<file path="src/cpce_pkg.sv">
// package for the current/power calculation engine
// assumes one 200 MHz clock and synchronous active-high reset
package cpce_pkg;

  // register pointer values
  localparam logic [7:0] CPCE_OFS_CONFIG = 8'h00;
  localparam logic [7:0] CPCE_OFS_SHUNT  = 8'h01;
  localparam logic [7:0] CPCE_OFS_BUS    = 8'h02;
  localparam logic [7:0] CPCE_OFS_POWER  = 8'h03;
  localparam logic [7:0] CPCE_OFS_CURR   = 8'h04;
  localparam logic [7:0] CPCE_OFS_CAL    = 8'h05;
  localparam int         CPCE_NUM_REGS   = 6;

  // reset values
  localparam logic [15:0] CPCE_CONFIG_RST = 16'h4127;
  localparam logic [15:0] CPCE_ZERO_RST   = 16'h0000;

  // scaling constants
  localparam int          CPCE_CUR_SHIFT  = 11;
  localparam logic [15:0] CPCE_PWR_DIV    = 16'h4E20;
  localparam int          CPCE_PWR_RATIO  = 25;
  localparam int          CPCE_BUS_MSB    = 15;

  // divider length: one quotient bit per cycle
  localparam int          CPCE_DIV_STEPS  = 32;

  // register access request from the serial-bus front end
  typedef struct packed {
    logic        wr;
    logic        rd;
    logic [7:0]  ptr;
    logic [15:0] wdata;
  } cpce_req_t;

  // measurement delivery from the converter
  typedef struct packed {
    logic        shunt_vld;
    logic [15:0] shunt;
    logic        bus_vld;
    logic [15:0] bus;
  } cpce_meas_t;

  typedef enum logic [1:0] {
    CPCE_IDLE = 2'b00,
    CPCE_CUR  = 2'b01,
    CPCE_DIV  = 2'b10,
    CPCE_PWR  = 2'b11
  } cpce_state_t;

endpackage

</file>
<file path="src/cpce_divider.sv">
// unsigned restoring divider, 32-bit dividend by 16-bit divisor
// assumes start is a one-cycle pulse while not busy
`timescale 1ns/1ps
module cpce_divider (
  // clock and reset
  input  wire logic        clock,
  input  wire logic        reset,
  // operands
  input  wire logic        start,
  input  wire logic [31:0] dividend,
  input  wire logic [15:0] divisor,
  // result
  output logic             done,
  output logic [31:0]      quotient
);

  logic [31:0] quo_r;
  logic [16:0] rem_r;
  logic [5:0]  cnt_r;
  logic        busy_r;
  logic        done_r;
  logic [16:0] trial;

  // shifted remainder with next dividend bit
  assign trial = {rem_r[15:0], quo_r[31]};

  // one quotient bit per cycle; slow but tiny, fine for ms-rate data
  always_ff @(posedge clock) begin
    if (reset) begin
      quo_r  <= 32'h0000_0000;
      rem_r  <= 17'h0_0000;
      cnt_r  <= 6'h00;
      busy_r <= 1'b0;
      done_r <= 1'b0;
    end else begin
      done_r <= 1'b0;
      if (start && !busy_r) begin
        quo_r  <= dividend;
        rem_r  <= 17'h0_0000;
        cnt_r  <= 6'(cpce_pkg::CPCE_DIV_STEPS);
        busy_r <= 1'b1;
      end else if (busy_r) begin
        if (trial >= {1'b0, divisor}) begin
          rem_r <= trial - {1'b0, divisor};
          quo_r <= {quo_r[30:0], 1'b1};
        end else begin
          rem_r <= trial;
          quo_r <= {quo_r[30:0], 1'b0};
        end
        cnt_r <= cnt_r - 6'h01;
        if (cnt_r == 6'h01) begin
          busy_r <= 1'b0;
          done_r <= 1'b1;
        end
      end
    end
  end

  assign done     = done_r;
  assign quotient = quo_r;

endmodule

</file>
<file path="src/cpce_engine.sv">
// register file and current/power arithmetic of the shunt monitor
// assumes a serial front end that presents decoded register accesses
// and a converter that delivers shunt and bus codes with valid pulses
`timescale 1ns/1ps
module cpce_engine (
  // clock and reset
  input  wire logic                 clock,
  input  wire logic                 reset,
  // register access
  input  wire cpce_pkg::cpce_req_t  req,
  output logic                      rd_valid,
  output logic [15:0]               rd_data,
  // measurements
  input  wire cpce_pkg::cpce_meas_t meas,
  // configuration to the converter
  output logic [15:0]               config_out
);

  logic [15:0] config_r;
  logic [15:0] shunt_r;
  logic [15:0] bus_r;
  logic [15:0] cal_r;
  logic        cal_set_r;
  logic [15:0] curr_r;
  logic [15:0] power_r;
  logic        rd_valid_r;
  logic [15:0] rd_data_r;
  logic        pend_r;
  cpce_pkg::cpce_state_t state_r;
  cpce_pkg::cpce_state_t state_nxt;
  logic [31:0] curr_prod;
  logic [31:0] curr_shift;
  logic [31:0] curr_mag;
  logic [31:0] curr_abs_q;
  logic        curr_neg;
  logic        div_start_r;
  logic        div_done;
  logic [31:0] div_quo;
  logic [31:0] pwr_dividend_r;
  logic        new_meas;

  // register read decode; unmapped pointers read as zero
  function automatic logic [15:0] reg_read(input logic [7:0] ptr, input logic [15:0] cfg,
    input logic [15:0] sh, input logic [15:0] bu, input logic [15:0] pw,
    input logic [15:0] cu, input logic [15:0] ca);
    unique case (ptr)
      cpce_pkg::CPCE_OFS_CONFIG: reg_read = cfg;
      cpce_pkg::CPCE_OFS_SHUNT:  reg_read = sh;
      cpce_pkg::CPCE_OFS_BUS:    reg_read = bu;
      cpce_pkg::CPCE_OFS_POWER:  reg_read = pw;
      cpce_pkg::CPCE_OFS_CURR:   reg_read = cu;
      cpce_pkg::CPCE_OFS_CAL:    reg_read = ca;
      default:                   reg_read = cpce_pkg::CPCE_ZERO_RST;
    endcase
  endfunction

  // writable registers; defaults reload on every reset
  always_ff @(posedge clock) begin
    if (reset) begin
      config_r  <= cpce_pkg::CPCE_CONFIG_RST;
      cal_r     <= cpce_pkg::CPCE_ZERO_RST;
      cal_set_r <= 1'b0;
    end else if (req.wr) begin
      if (req.ptr == cpce_pkg::CPCE_OFS_CONFIG) begin
        config_r <= req.wdata;
      end
      if (req.ptr == cpce_pkg::CPCE_OFS_CAL) begin
        cal_r     <= req.wdata;
        cal_set_r <= 1'b1;
      end
    end
  end

  // measured codes are stored whatever the calibration holds
  always_ff @(posedge clock) begin
    if (reset) begin
      shunt_r <= cpce_pkg::CPCE_ZERO_RST;
      bus_r   <= cpce_pkg::CPCE_ZERO_RST;
    end else begin
      if (meas.shunt_vld) begin
        shunt_r <= meas.shunt;
      end
      if (meas.bus_vld) begin
        bus_r <= {1'b0, meas.bus[cpce_pkg::CPCE_BUS_MSB-1:0]};
      end
    end
  end

  // current: signed product shifted by 11, truncated toward zero
  // operands widened first so the product is never formed at 17 bits
  assign curr_prod  = $signed({{16{shunt_r[15]}}, shunt_r})
                    * $signed({16'h0000, cal_r});
  assign curr_neg   = curr_prod[31];
  assign curr_mag   = curr_neg ? (32'h0000_0000 - curr_prod) : curr_prod;
  assign curr_abs_q = curr_mag >> cpce_pkg::CPCE_CUR_SHIFT;
  assign curr_shift = curr_neg ? (32'h0000_0000 - curr_abs_q) : curr_abs_q;
  assign new_meas   = meas.shunt_vld | meas.bus_vld;

  // sequencer: capture current, then divide for power
  always_comb begin
    state_nxt = state_r;
    unique case (state_r)
      cpce_pkg::CPCE_IDLE: if (pend_r && cal_set_r) state_nxt = cpce_pkg::CPCE_CUR;
      cpce_pkg::CPCE_CUR:  state_nxt = cpce_pkg::CPCE_DIV;
      cpce_pkg::CPCE_DIV:  if (div_done) state_nxt = cpce_pkg::CPCE_PWR;
      cpce_pkg::CPCE_PWR:  state_nxt = cpce_pkg::CPCE_IDLE;
    endcase
  end

  always_ff @(posedge clock) begin
    if (reset) begin
      state_r <= cpce_pkg::CPCE_IDLE;
    end else begin
      state_r <= state_nxt;
    end
  end

  // pending flag: a new sample wins over the clear at sequence start
  always_ff @(posedge clock) begin
    if (reset) begin
      pend_r <= 1'b0;
    end else if (new_meas) begin
      pend_r <= 1'b1;
    end else if (state_r == cpce_pkg::CPCE_IDLE && cal_set_r) begin
      pend_r <= 1'b0;
    end
  end

  // results; held at zero until calibration arrives
  always_ff @(posedge clock) begin
    if (reset || !cal_set_r) begin
      curr_r  <= cpce_pkg::CPCE_ZERO_RST;
      power_r <= cpce_pkg::CPCE_ZERO_RST;
    end else begin
      if (state_r == cpce_pkg::CPCE_CUR) begin
        curr_r <= curr_shift[15:0];
      end
      if (state_r == cpce_pkg::CPCE_PWR) begin
        power_r <= div_quo[15:0];
      end
    end
  end

  // power dividend: magnitude of current times bus; power is unsigned
  always_ff @(posedge clock) begin
    if (reset) begin
      div_start_r    <= 1'b0;
      pwr_dividend_r <= 32'h0000_0000;
    end else begin
      div_start_r <= (state_r == cpce_pkg::CPCE_CUR);
      if (state_r == cpce_pkg::CPCE_CUR) begin
        pwr_dividend_r <= {16'h0000, curr_abs_q[15:0]} * {16'h0000, bus_r};
      end
    end
  end

  // ratio 25 is folded into the fixed divisor, not programmable
  cpce_divider u_div (
    .clock    (clock),
    .reset    (reset),
    .start    (div_start_r),
    .dividend (pwr_dividend_r),
    .divisor  (cpce_pkg::CPCE_PWR_DIV),
    .done     (div_done),
    .quotient (div_quo)
  );

  // registered readback, one cycle after the request
  always_ff @(posedge clock) begin
    if (reset) begin
      rd_valid_r <= 1'b0;
      rd_data_r  <= cpce_pkg::CPCE_ZERO_RST;
    end else begin
      rd_valid_r <= req.rd;
      if (req.rd) begin
        rd_data_r <= reg_read(req.ptr, config_r, shunt_r, bus_r, power_r, curr_r, cal_r);
      end
    end
  end

  assign rd_valid   = rd_valid_r;
  assign rd_data    = rd_data_r;
  assign config_out = config_r;

  // results stay zero while uncalibrated
  property p_uncal_zero;
    @(posedge clock) disable iff (reset)
      !cal_set_r |=> (curr_r == 16'h0000 && power_r == 16'h0000);
  endproperty
  a_uncal_zero: assert property (p_uncal_zero) else $error("results nonzero uncalibrated");

  // bus top bit never read back as set
  property p_bus_msb;
    @(posedge clock) disable iff (reset)
      (req.rd && req.ptr == cpce_pkg::CPCE_OFS_BUS) |=> rd_data_r[15] == 1'b0;
  endproperty
  a_bus_msb: assert property (p_bus_msb) else $error("bus msb set");

  // bus code stored unscaled
  property p_bus_store;
    @(posedge clock) disable iff (reset)
      meas.bus_vld |=> bus_r[14:0] == $past(meas.bus[14:0]);
  endproperty
  a_bus_store: assert property (p_bus_store) else $error("bus code altered");

  // current update equals shunt times cal over 2048, toward zero
  property p_curr_val;
    @(posedge clock) disable iff (reset)
      (state_r == cpce_pkg::CPCE_CUR && cal_set_r) |=> curr_r == $past(16'(
        ($signed({{16{shunt_r[15]}}, shunt_r}) * $signed({16'h0000, cal_r}))
        / (32'sh0000_0001 <<< cpce_pkg::CPCE_CUR_SHIFT)));
  endproperty
  a_curr_val: assert property (p_curr_val) else $error("current value wrong");

  // a calibrated sample reaches the power stage within bound
  property p_recompute;
    @(posedge clock) disable iff (reset)
      (state_r == cpce_pkg::CPCE_CUR) |-> ##[2:40] (state_r == cpce_pkg::CPCE_PWR);
  endproperty
  a_recompute: assert property (p_recompute) else $error("power not recomputed");

  // power result is dividend over 20000
  property p_power_val;
    @(posedge clock) disable iff (reset)
      (state_r == cpce_pkg::CPCE_PWR && cal_set_r)
        |=> power_r == 16'(pwr_dividend_r / {16'h0000, cpce_pkg::CPCE_PWR_DIV});
  endproperty
  a_power_val: assert property (p_power_val) else $error("power value wrong");

  // pending sample with calibration starts a sequence next cycle
  property p_start;
    @(posedge clock) disable iff (reset)
      (state_r == cpce_pkg::CPCE_IDLE && pend_r && cal_set_r) |=> state_r == cpce_pkg::CPCE_CUR;
  endproperty
  a_start: assert property (p_start) else $error("sequence not started");

  // shunt code stored as delivered
  property p_shunt_store;
    @(posedge clock) disable iff (reset)
      meas.shunt_vld |=> shunt_r == $past(meas.shunt);
  endproperty
  a_shunt_store: assert property (p_shunt_store) else $error("shunt not stored");

  // config returns to default after reset
  property p_cfg_default;
    @(posedge clock) reset |=> config_r == cpce_pkg::CPCE_CONFIG_RST && !cal_set_r;
  endproperty
  a_cfg_default: assert property (p_cfg_default) else $error("defaults not reloaded");

endmodule

</file>
<file path="config.mk">
export PLATFORM = sky130hd
export DESIGN_NAME = cpce_engine
export DESIGN_NICKNAME = d
export VERILOG_FILES = /design/src/cpce_pkg.sv /design/src/cpce_divider.sv /design/src/cpce_engine.sv
export SDC_FILE = /design/constraint.sdc
export NUM_CORES = 2
export LEC_CHECK = 0
export BUFFER_PORTS_ARGS = -buffer_cell sky130_fd_sc_hd__clkbuf_2
export CAP_MARGIN = 20
export CORE_MARGIN = 2
export CORE_UTILIZATION = 59
export DETAILED_ROUTE_END_ITERATION = 7
export PLACE_DENSITY = 0.76
export REMOVE_ABC_BUFFERS = 1
export SLEW_MARGIN = 0
export SYNTH_ARGS = -nofsm -noshare
export SYNTH_HDL_FRONTEND = slang
export SYNTH_SLANG_ARGS = --single-unit
export TNS_END_PERCENT = 20
</file>
<file path="constraint.sdc">
create_clock -name clock -period 17.6 [get_ports clock]
set_clock_uncertainty 0.15 [all_clocks]
set_input_delay 0.88 -clock clock [delete_from_list [all_inputs] [get_ports clock]]
set_output_delay 0.88 -clock clock [all_outputs]
set_load 0.02 [all_outputs]
</file>
### Word-level counts from Yosys, hierarchy flattened

Cells that the tools add are included.

* register bits after elaboration: 205
* output and inout bits: 33

* add/sub/neg operators: 4
* $mul: 2
* order comparisons: 1
* eq/ne operators: 11
* multiplexer cells: 18
* bitwise logic cells: 2
* reductions and logical operators: 15

Operators with widths (number)
* 16-bit one-hot mux with 6 select lines: 1
* 32-bit two-way mux: 2
* 16-bit by 17-bit multiplier with 32-bit output: 1
* 16-bit two-way mux: 2
* 16-bit by 15-bit multiplier with 31-bit output: 1
* 27-bit two-way mux: 1
* 1-bit by 27-bit subtractor with 27-bit output (first input constant): 1
* 17-bit by 15-bit greater-or-equal comparator with 1-bit output (second input constant): 1
* 8-bit by 2-bit == test with 1-bit output (second input constant): 2
* 8-bit by 3-bit == test with 1-bit output (second input constant): 2
* 1-bit by 16-bit subtractor with 16-bit output (first input constant): 1
* 16-bit by 15-bit subtractor with 16-bit output (second input constant): 1
* 6-bit two-way mux: 2
* 8-bit by 1-bit == test with 1-bit output (second input constant): 1
* 8-bit zero test: 1
* 2-bit one-hot mux with 4 select lines: 1
* 1-bit two-way mux: 7
* 6-bit by 1-bit == test with 1-bit output (second input constant): 1
* 2-bit AND reduction: 3
* 6-bit by 1-bit subtractor with 6-bit output (second input constant): 1
* 2-bit == test (second input constant): 2
* 2-bit two-way mux: 2
* 2-bit nonzero test: 2
* 1-bit logical AND: 3
* 10 further kinds: 11

### Longest topological paths before layout

* depth after elaboration: 5
* mapped depth: 52
* mapped depth without buffers: 46

### Modules after synthesis

A second synthesis with hierarchy kept.

* cells, all modules: 3166
* area total of the unflattened synthesis: 27054.7 sq um

By module, submodules not included
* cpce_engine: times used 1, cells each 2743, area an instance 23675.2 sq um, seq. area each 2962.8 sq um
* cpce_divider: times used 1, cells each 423, area an instance 3379.5 sq um, seq. area each 1121.1 sq um

### Least setup slack after synthesis

Ideal clock, no wire load.

* path kind: flip-flop to flip-flop
* start point: reg shunt_r[7]
* end point: reg pwr_dividend_r[29]
* arrival: 12.084 ns
* required time: 17.319 ns
* setup slack: 5.236 ns
* cell stages (with the launch flop): 50
* period minus slack after synthesis: 12.364 ns
* cell sequence: dfxtp_1 clkbuf_1 clkbuf_1 nand2_1 fa_1 inv_1 fa_1 inv_1 fa_1 inv_1 fa_1 fa_1 inv_1 fa_1 inv_1 ha_1 clkbuf_1 a21oi_2 [... 14 more ...] fa_1 fa_1 fa_1 inv_1 fa_1 inv_1 ha_1 a21o_1 a21o_1 a21o_1 a21oi_1 o211ai_1 a211oi_1 nor2_1 a21oi_1 o21ai_0 xnor2_1 o22ai_1

* word-level cells in the longest chain between the ends: 4

Ends and longest elaborated chain
* from (decl): line cpce_engine.sv:20 `logic [15:0] shunt_r;`
* from (signal assigned): line cpce_engine.sv:77 `shunt_r <= cpce_pkg::CPCE_ZERO_RST;`
* from (signal assigned): line cpce_engine.sv:81 `shunt_r <= meas.shunt;`
* 16-bit by 17-bit multiplier with 32-bit output (*): line cpce_engine.sv:92 `* $signed({16'h0000, cal_r});`
* 1-bit by 27-bit subtractor with 27-bit output: line cpce_engine.sv:94 `assign curr_mag = curr_neg ? (32'h0000_0000 - curr_prod) : curr_prod;`
* 27-bit two-way mux (*): line cpce_engine.sv:94
* 16-bit by 15-bit multiplier with 31-bit output (*): line cpce_engine.sv:152 `pwr_dividend_r <= {16'h0000, curr_abs_q[15:0]} * {16'h0000, bus_r};`
* to (signal assigned): line cpce_engine.sv:152
* to (decl): line cpce_engine.sv:39 `logic [31:0] pwr_dividend_r;`

Every way passes the cells marked *; elsewhere a longest branch is shown, timed or not.
A chain may end at the register's enable or synchronous reset.

### Final worst setup path

* start point: reg cal_r[7]
* end point: reg pwr_dividend_r[29]

* word-level cells in the longest chain between the ends: 4

Ends and longest elaborated chain
* from (decl): line cpce_engine.sv:22 `logic [15:0] cal_r;`
* from (signal assigned): line cpce_engine.sv:61 `cal_r <= cpce_pkg::CPCE_ZERO_RST;`
* from (signal assigned): line cpce_engine.sv:68 `cal_r <= req.wdata;`
* 16-bit by 17-bit multiplier with 32-bit output (*): line cpce_engine.sv:92
* 1-bit by 27-bit subtractor with 27-bit output: line cpce_engine.sv:94
* 27-bit two-way mux (*): line cpce_engine.sv:94
* 16-bit by 15-bit multiplier with 31-bit output (*): line cpce_engine.sv:152

Marks and branches as above.

==> impl_metrics.py <==
metrics = {
    "run_status": {
        "status": "completed",
    },
    "clocking": {
        "clkSinkCount": 204,
        "cts_resized": 0,
        "cts.hold.buffers_added": 0,
        "htree_levels": 1,
        "post_cts_buffers": 0,
        "clock-root-buffer": "clkbuf_16",
        "worstSkewPairLatency_ns": 0.54,
        "clkTransAtPathRegs_ns": 0.07,
        "cts_inserted_buffers": 23,
        "cts.path.max_buffers": 3,
        "cts_tree": "built",
    },
    "layout": {
        "final_common_cell": "inv_1",
        "final_layout_size_suffix_gt1_share_pct": 7.68,
        "n_antenna_cell": 0,
        "nets": 3658,
        "layout_common_cells": "inv_1 (451), fa_1 (374), nand2_1 (342)",
        "stdcell_count": 3611,
        "final_cell_area_sq_um": 28100,
        "fin_util_pct": 63.4,
        "area_growth_pct": 6.12,
    },
    "worst_setup_path": {
        "end_kind": "flop",
        "max_stage_delay_ns": 0.90,
        "critPathLaunchType": "flop",
        "critPathKind": "flop to flop",
        "crit_arrival_ns": 14.15,
        "cp_slowest_cell": "dfxtp_1",
        "cp_common_cell": "fa_1",
        "ff2ff_path_depth": 45,
        "cp_max_fo": 18,
        "cp_data_required_time_ns": 17.85,
    },
    "floorplan": {
        "die_x_um": 216,
        "die-area_sq_um": 46500,
        "die_h_um": 216,
        "initial_core_util_pct": 59.8,
        "core_area_sq_um": 44200,
        "ioPinCount": 95,
        "rows": 77,
    },
    "detailed_routing": {
        "drc": 0,
        "vias": 21100,
        "wirelength_mm": 68.2,
        "drt_pre_antenna_iters": 5,
        "wl_per_cell_um": 18.9,
        "antenna_left": 0,
        "via_per_inst": 5.84,
        "drt_iter0_markers": 1723,
    },
    "synthesis": {
        "seq_area_frac_synth_pct": 15.4,
        "ys_types": 99,
        "synthCells": 3018,
        "synth_edf_count": 0,
        "yosysTopAreaCell": "fa_1",
        "synth_seq_cells": 204,
        "synth_area_leaders": "fa_1 (28%), dfxtp_1 (15%), ha_1 (10%)",
        "syn_avg_cell_area_sq_um": 8.76,
        "synth_top_area_share_pct": 28.3,
        "synthArstFlopShare_pct": 0,
        "yosysWarnings": 0,
        "netlist_area_sq_um": 26400,
        "ys.flop_type": "dfxtp_1",
    },
    "global_route": {
        "grt_pass1_vias": 21900,
        "grt_pass1_wl_mm": 113,
        "grt_usage_pct": 30.0,
        "antenna_found_initial": 0,
        "overflow": 0,
        "grt_max_degree": 96,
    },
    "timing": {
        "period_share_pct": 79.0,
        "finalSetupTns_ns": 0,
        "tightest_slew_ns": 1.09,
        "setup_viol": 0,
        "hold_violations": 0,
        "fmax_ghz": 0.0719,
        "period_minus_slack_ns": 13.91,
        "setup_slack_ns": 3.69,
        "slew_viol_final": 0,
        "max_slew_margin_pct": 26.8,
        "rsz0062_at_grt": "no",
    },
    "power": {
        "cellLeakagePower_nw": 13.2,
        "ir_drop_v": 0.0000959,
        "p_per_area_nw_per_um2": 53.5,
    },
    "job": {
        "drv_cap": 0,
    },
    "place": {
        "preCtsSetupSlack_ns": 3.87,
        "placed_cells": 3567,
        "dp_hpwl_mm": 50.4,
        "place_congestion": 0.895,
        "placed_cell_area_sq_um": 27200,
        "portBuffers": 93,
    },
    "hold_path": {
        "hold_path.class": "flop to flop",
        "holdPathStages": 2,
    },
}
worst paths after layout:
path	startpoint	endpoint	slack, ns
min	pwr_dividend_r[22]$_SDFFE_PP0P_	pwr_dividend_r[22]$_SDFFE_PP0P_	0.32
max reg2reg	cal_r[7]$_SDFFE_PP0P_	pwr_dividend_r[29]$_SDFFE_PP0P_	3.69
max	cal_r[7]$_SDFFE_PP0P_	pwr_dividend_r[29]$_SDFFE_PP0P_	3.69
min reg2reg	pwr_dividend_r[22]$_SDFFE_PP0P_	pwr_dividend_r[22]$_SDFFE_PP0P_	0.32
sequential cells by signal, indices dropped and copies added, names as in the netlist, 2 cells and up:
signal	count
u_div.cnt_r	6
state_r	2
rd_data	16
shunt_r	16
bus_r	15
cal_r	16
power_r	16
u_div.rem_r	16
u_div.quotient	32
curr_r	16
config_out	16
pwr_dividend_r	31
per-layer routing:
| layer | track usage [%] | wire length, um | up-vias |
|---|---|---|---|
| li1 | - | - | 9569 |
| met1 | 40.7 | 28800 | 10500 |
| met2 | 49.8 | 31900 | 883 |
| met3 | 4.52 | 5200 | 163 |
| met4 | 9.38 | 2340 | 0 |
| met5 | 0 | 0 | - |
critical path: cells and delay by family (launching register included):
| family | cells | cell delay (ns) |
|---|---|---|
| and+or+nand+nor | 6 | 1.59 |
| AOI/OAI and AO/OA | 12 | 2.66 |
| buffers and inverters | 10 | 0.74 |
| DFF | 1 | 0.90 |
| adders and majority gates | 14 | 6.98 |
| xor gates and xnor gates | 3 | 0.70 |
stage by stage:
step                      hold WS, ns  power (mW)
after floorplan                 0.283       0.834
after global placement          0.301       0.952
after detailed placement        0.311       0.970
after CTS                       0.319        1.50
after global routing            0.339        1.57
final                           0.318        1.50
cell families (layout without fill, tap and decap cells):
kind of cell | count (synthesis) | in the layout | synth area share, %
AO/OA/AOI/OAI | 361 | 361 | 9.16
XOR/XNOR | 70 | 70 | 2.35
adder cells (fa/ha/maj) | 594 | 594 | 38.7
buffers and inverters | 616 | 617 | 9.03
flip-flops | 204 | 204 | 15.4
multiplexers | 148 | 148 | 6.38
AND/OR/NAND/NOR | 1025 | 1025 | 18.9
synthesized netlist by cell type, types with 14 or more instances:
| cell type | instances |
|---|---|
| fa_1 | 374 |
| and2_1 | 230 |
| xnor2_1 | 49 |
| a21o_1 | 28 |
| xor2_1 | 20 |
| nor3_1 | 23 |
| nand2_1 | 342 |
| mux4_2 | 16 |
| a21oi_1 | 122 |
| mux2i_1 | 129 |
| clkbuf_1 | 141 |
| nand3_1 | 39 |
| o211ai_1 | 25 |
| inv_1 | 451 |
| ha_1 | 220 |
| a211oi_1 | 26 |
| a31oi_1 | 15 |
| nand4_1 | 14 |
| nor2b_1 | 52 |
| nor2_1 | 228 |
| nand2b_1 | 37 |
| dfxtp_1 | 204 |
| o21ai_0 | 53 |
power by group:
part,internal (mW),switching [mW]
Combinational,0.170,0.270
Sequential,0.486,0.0404
Clock,0.315,0.218
final cells by class:
cell class / instances / area, sq um
multi-input combinational: 2198 / 20000
fill: 3594 / 16200
sequential: 204 / 4090
inverter: 452 / 1700
tap: 592 / 741
timing repair buffer: 123 / 708
clock buffer: 28 / 624
clock inverter: 14 / 204
Note: power is estimated with default switching activity, not from simulation.
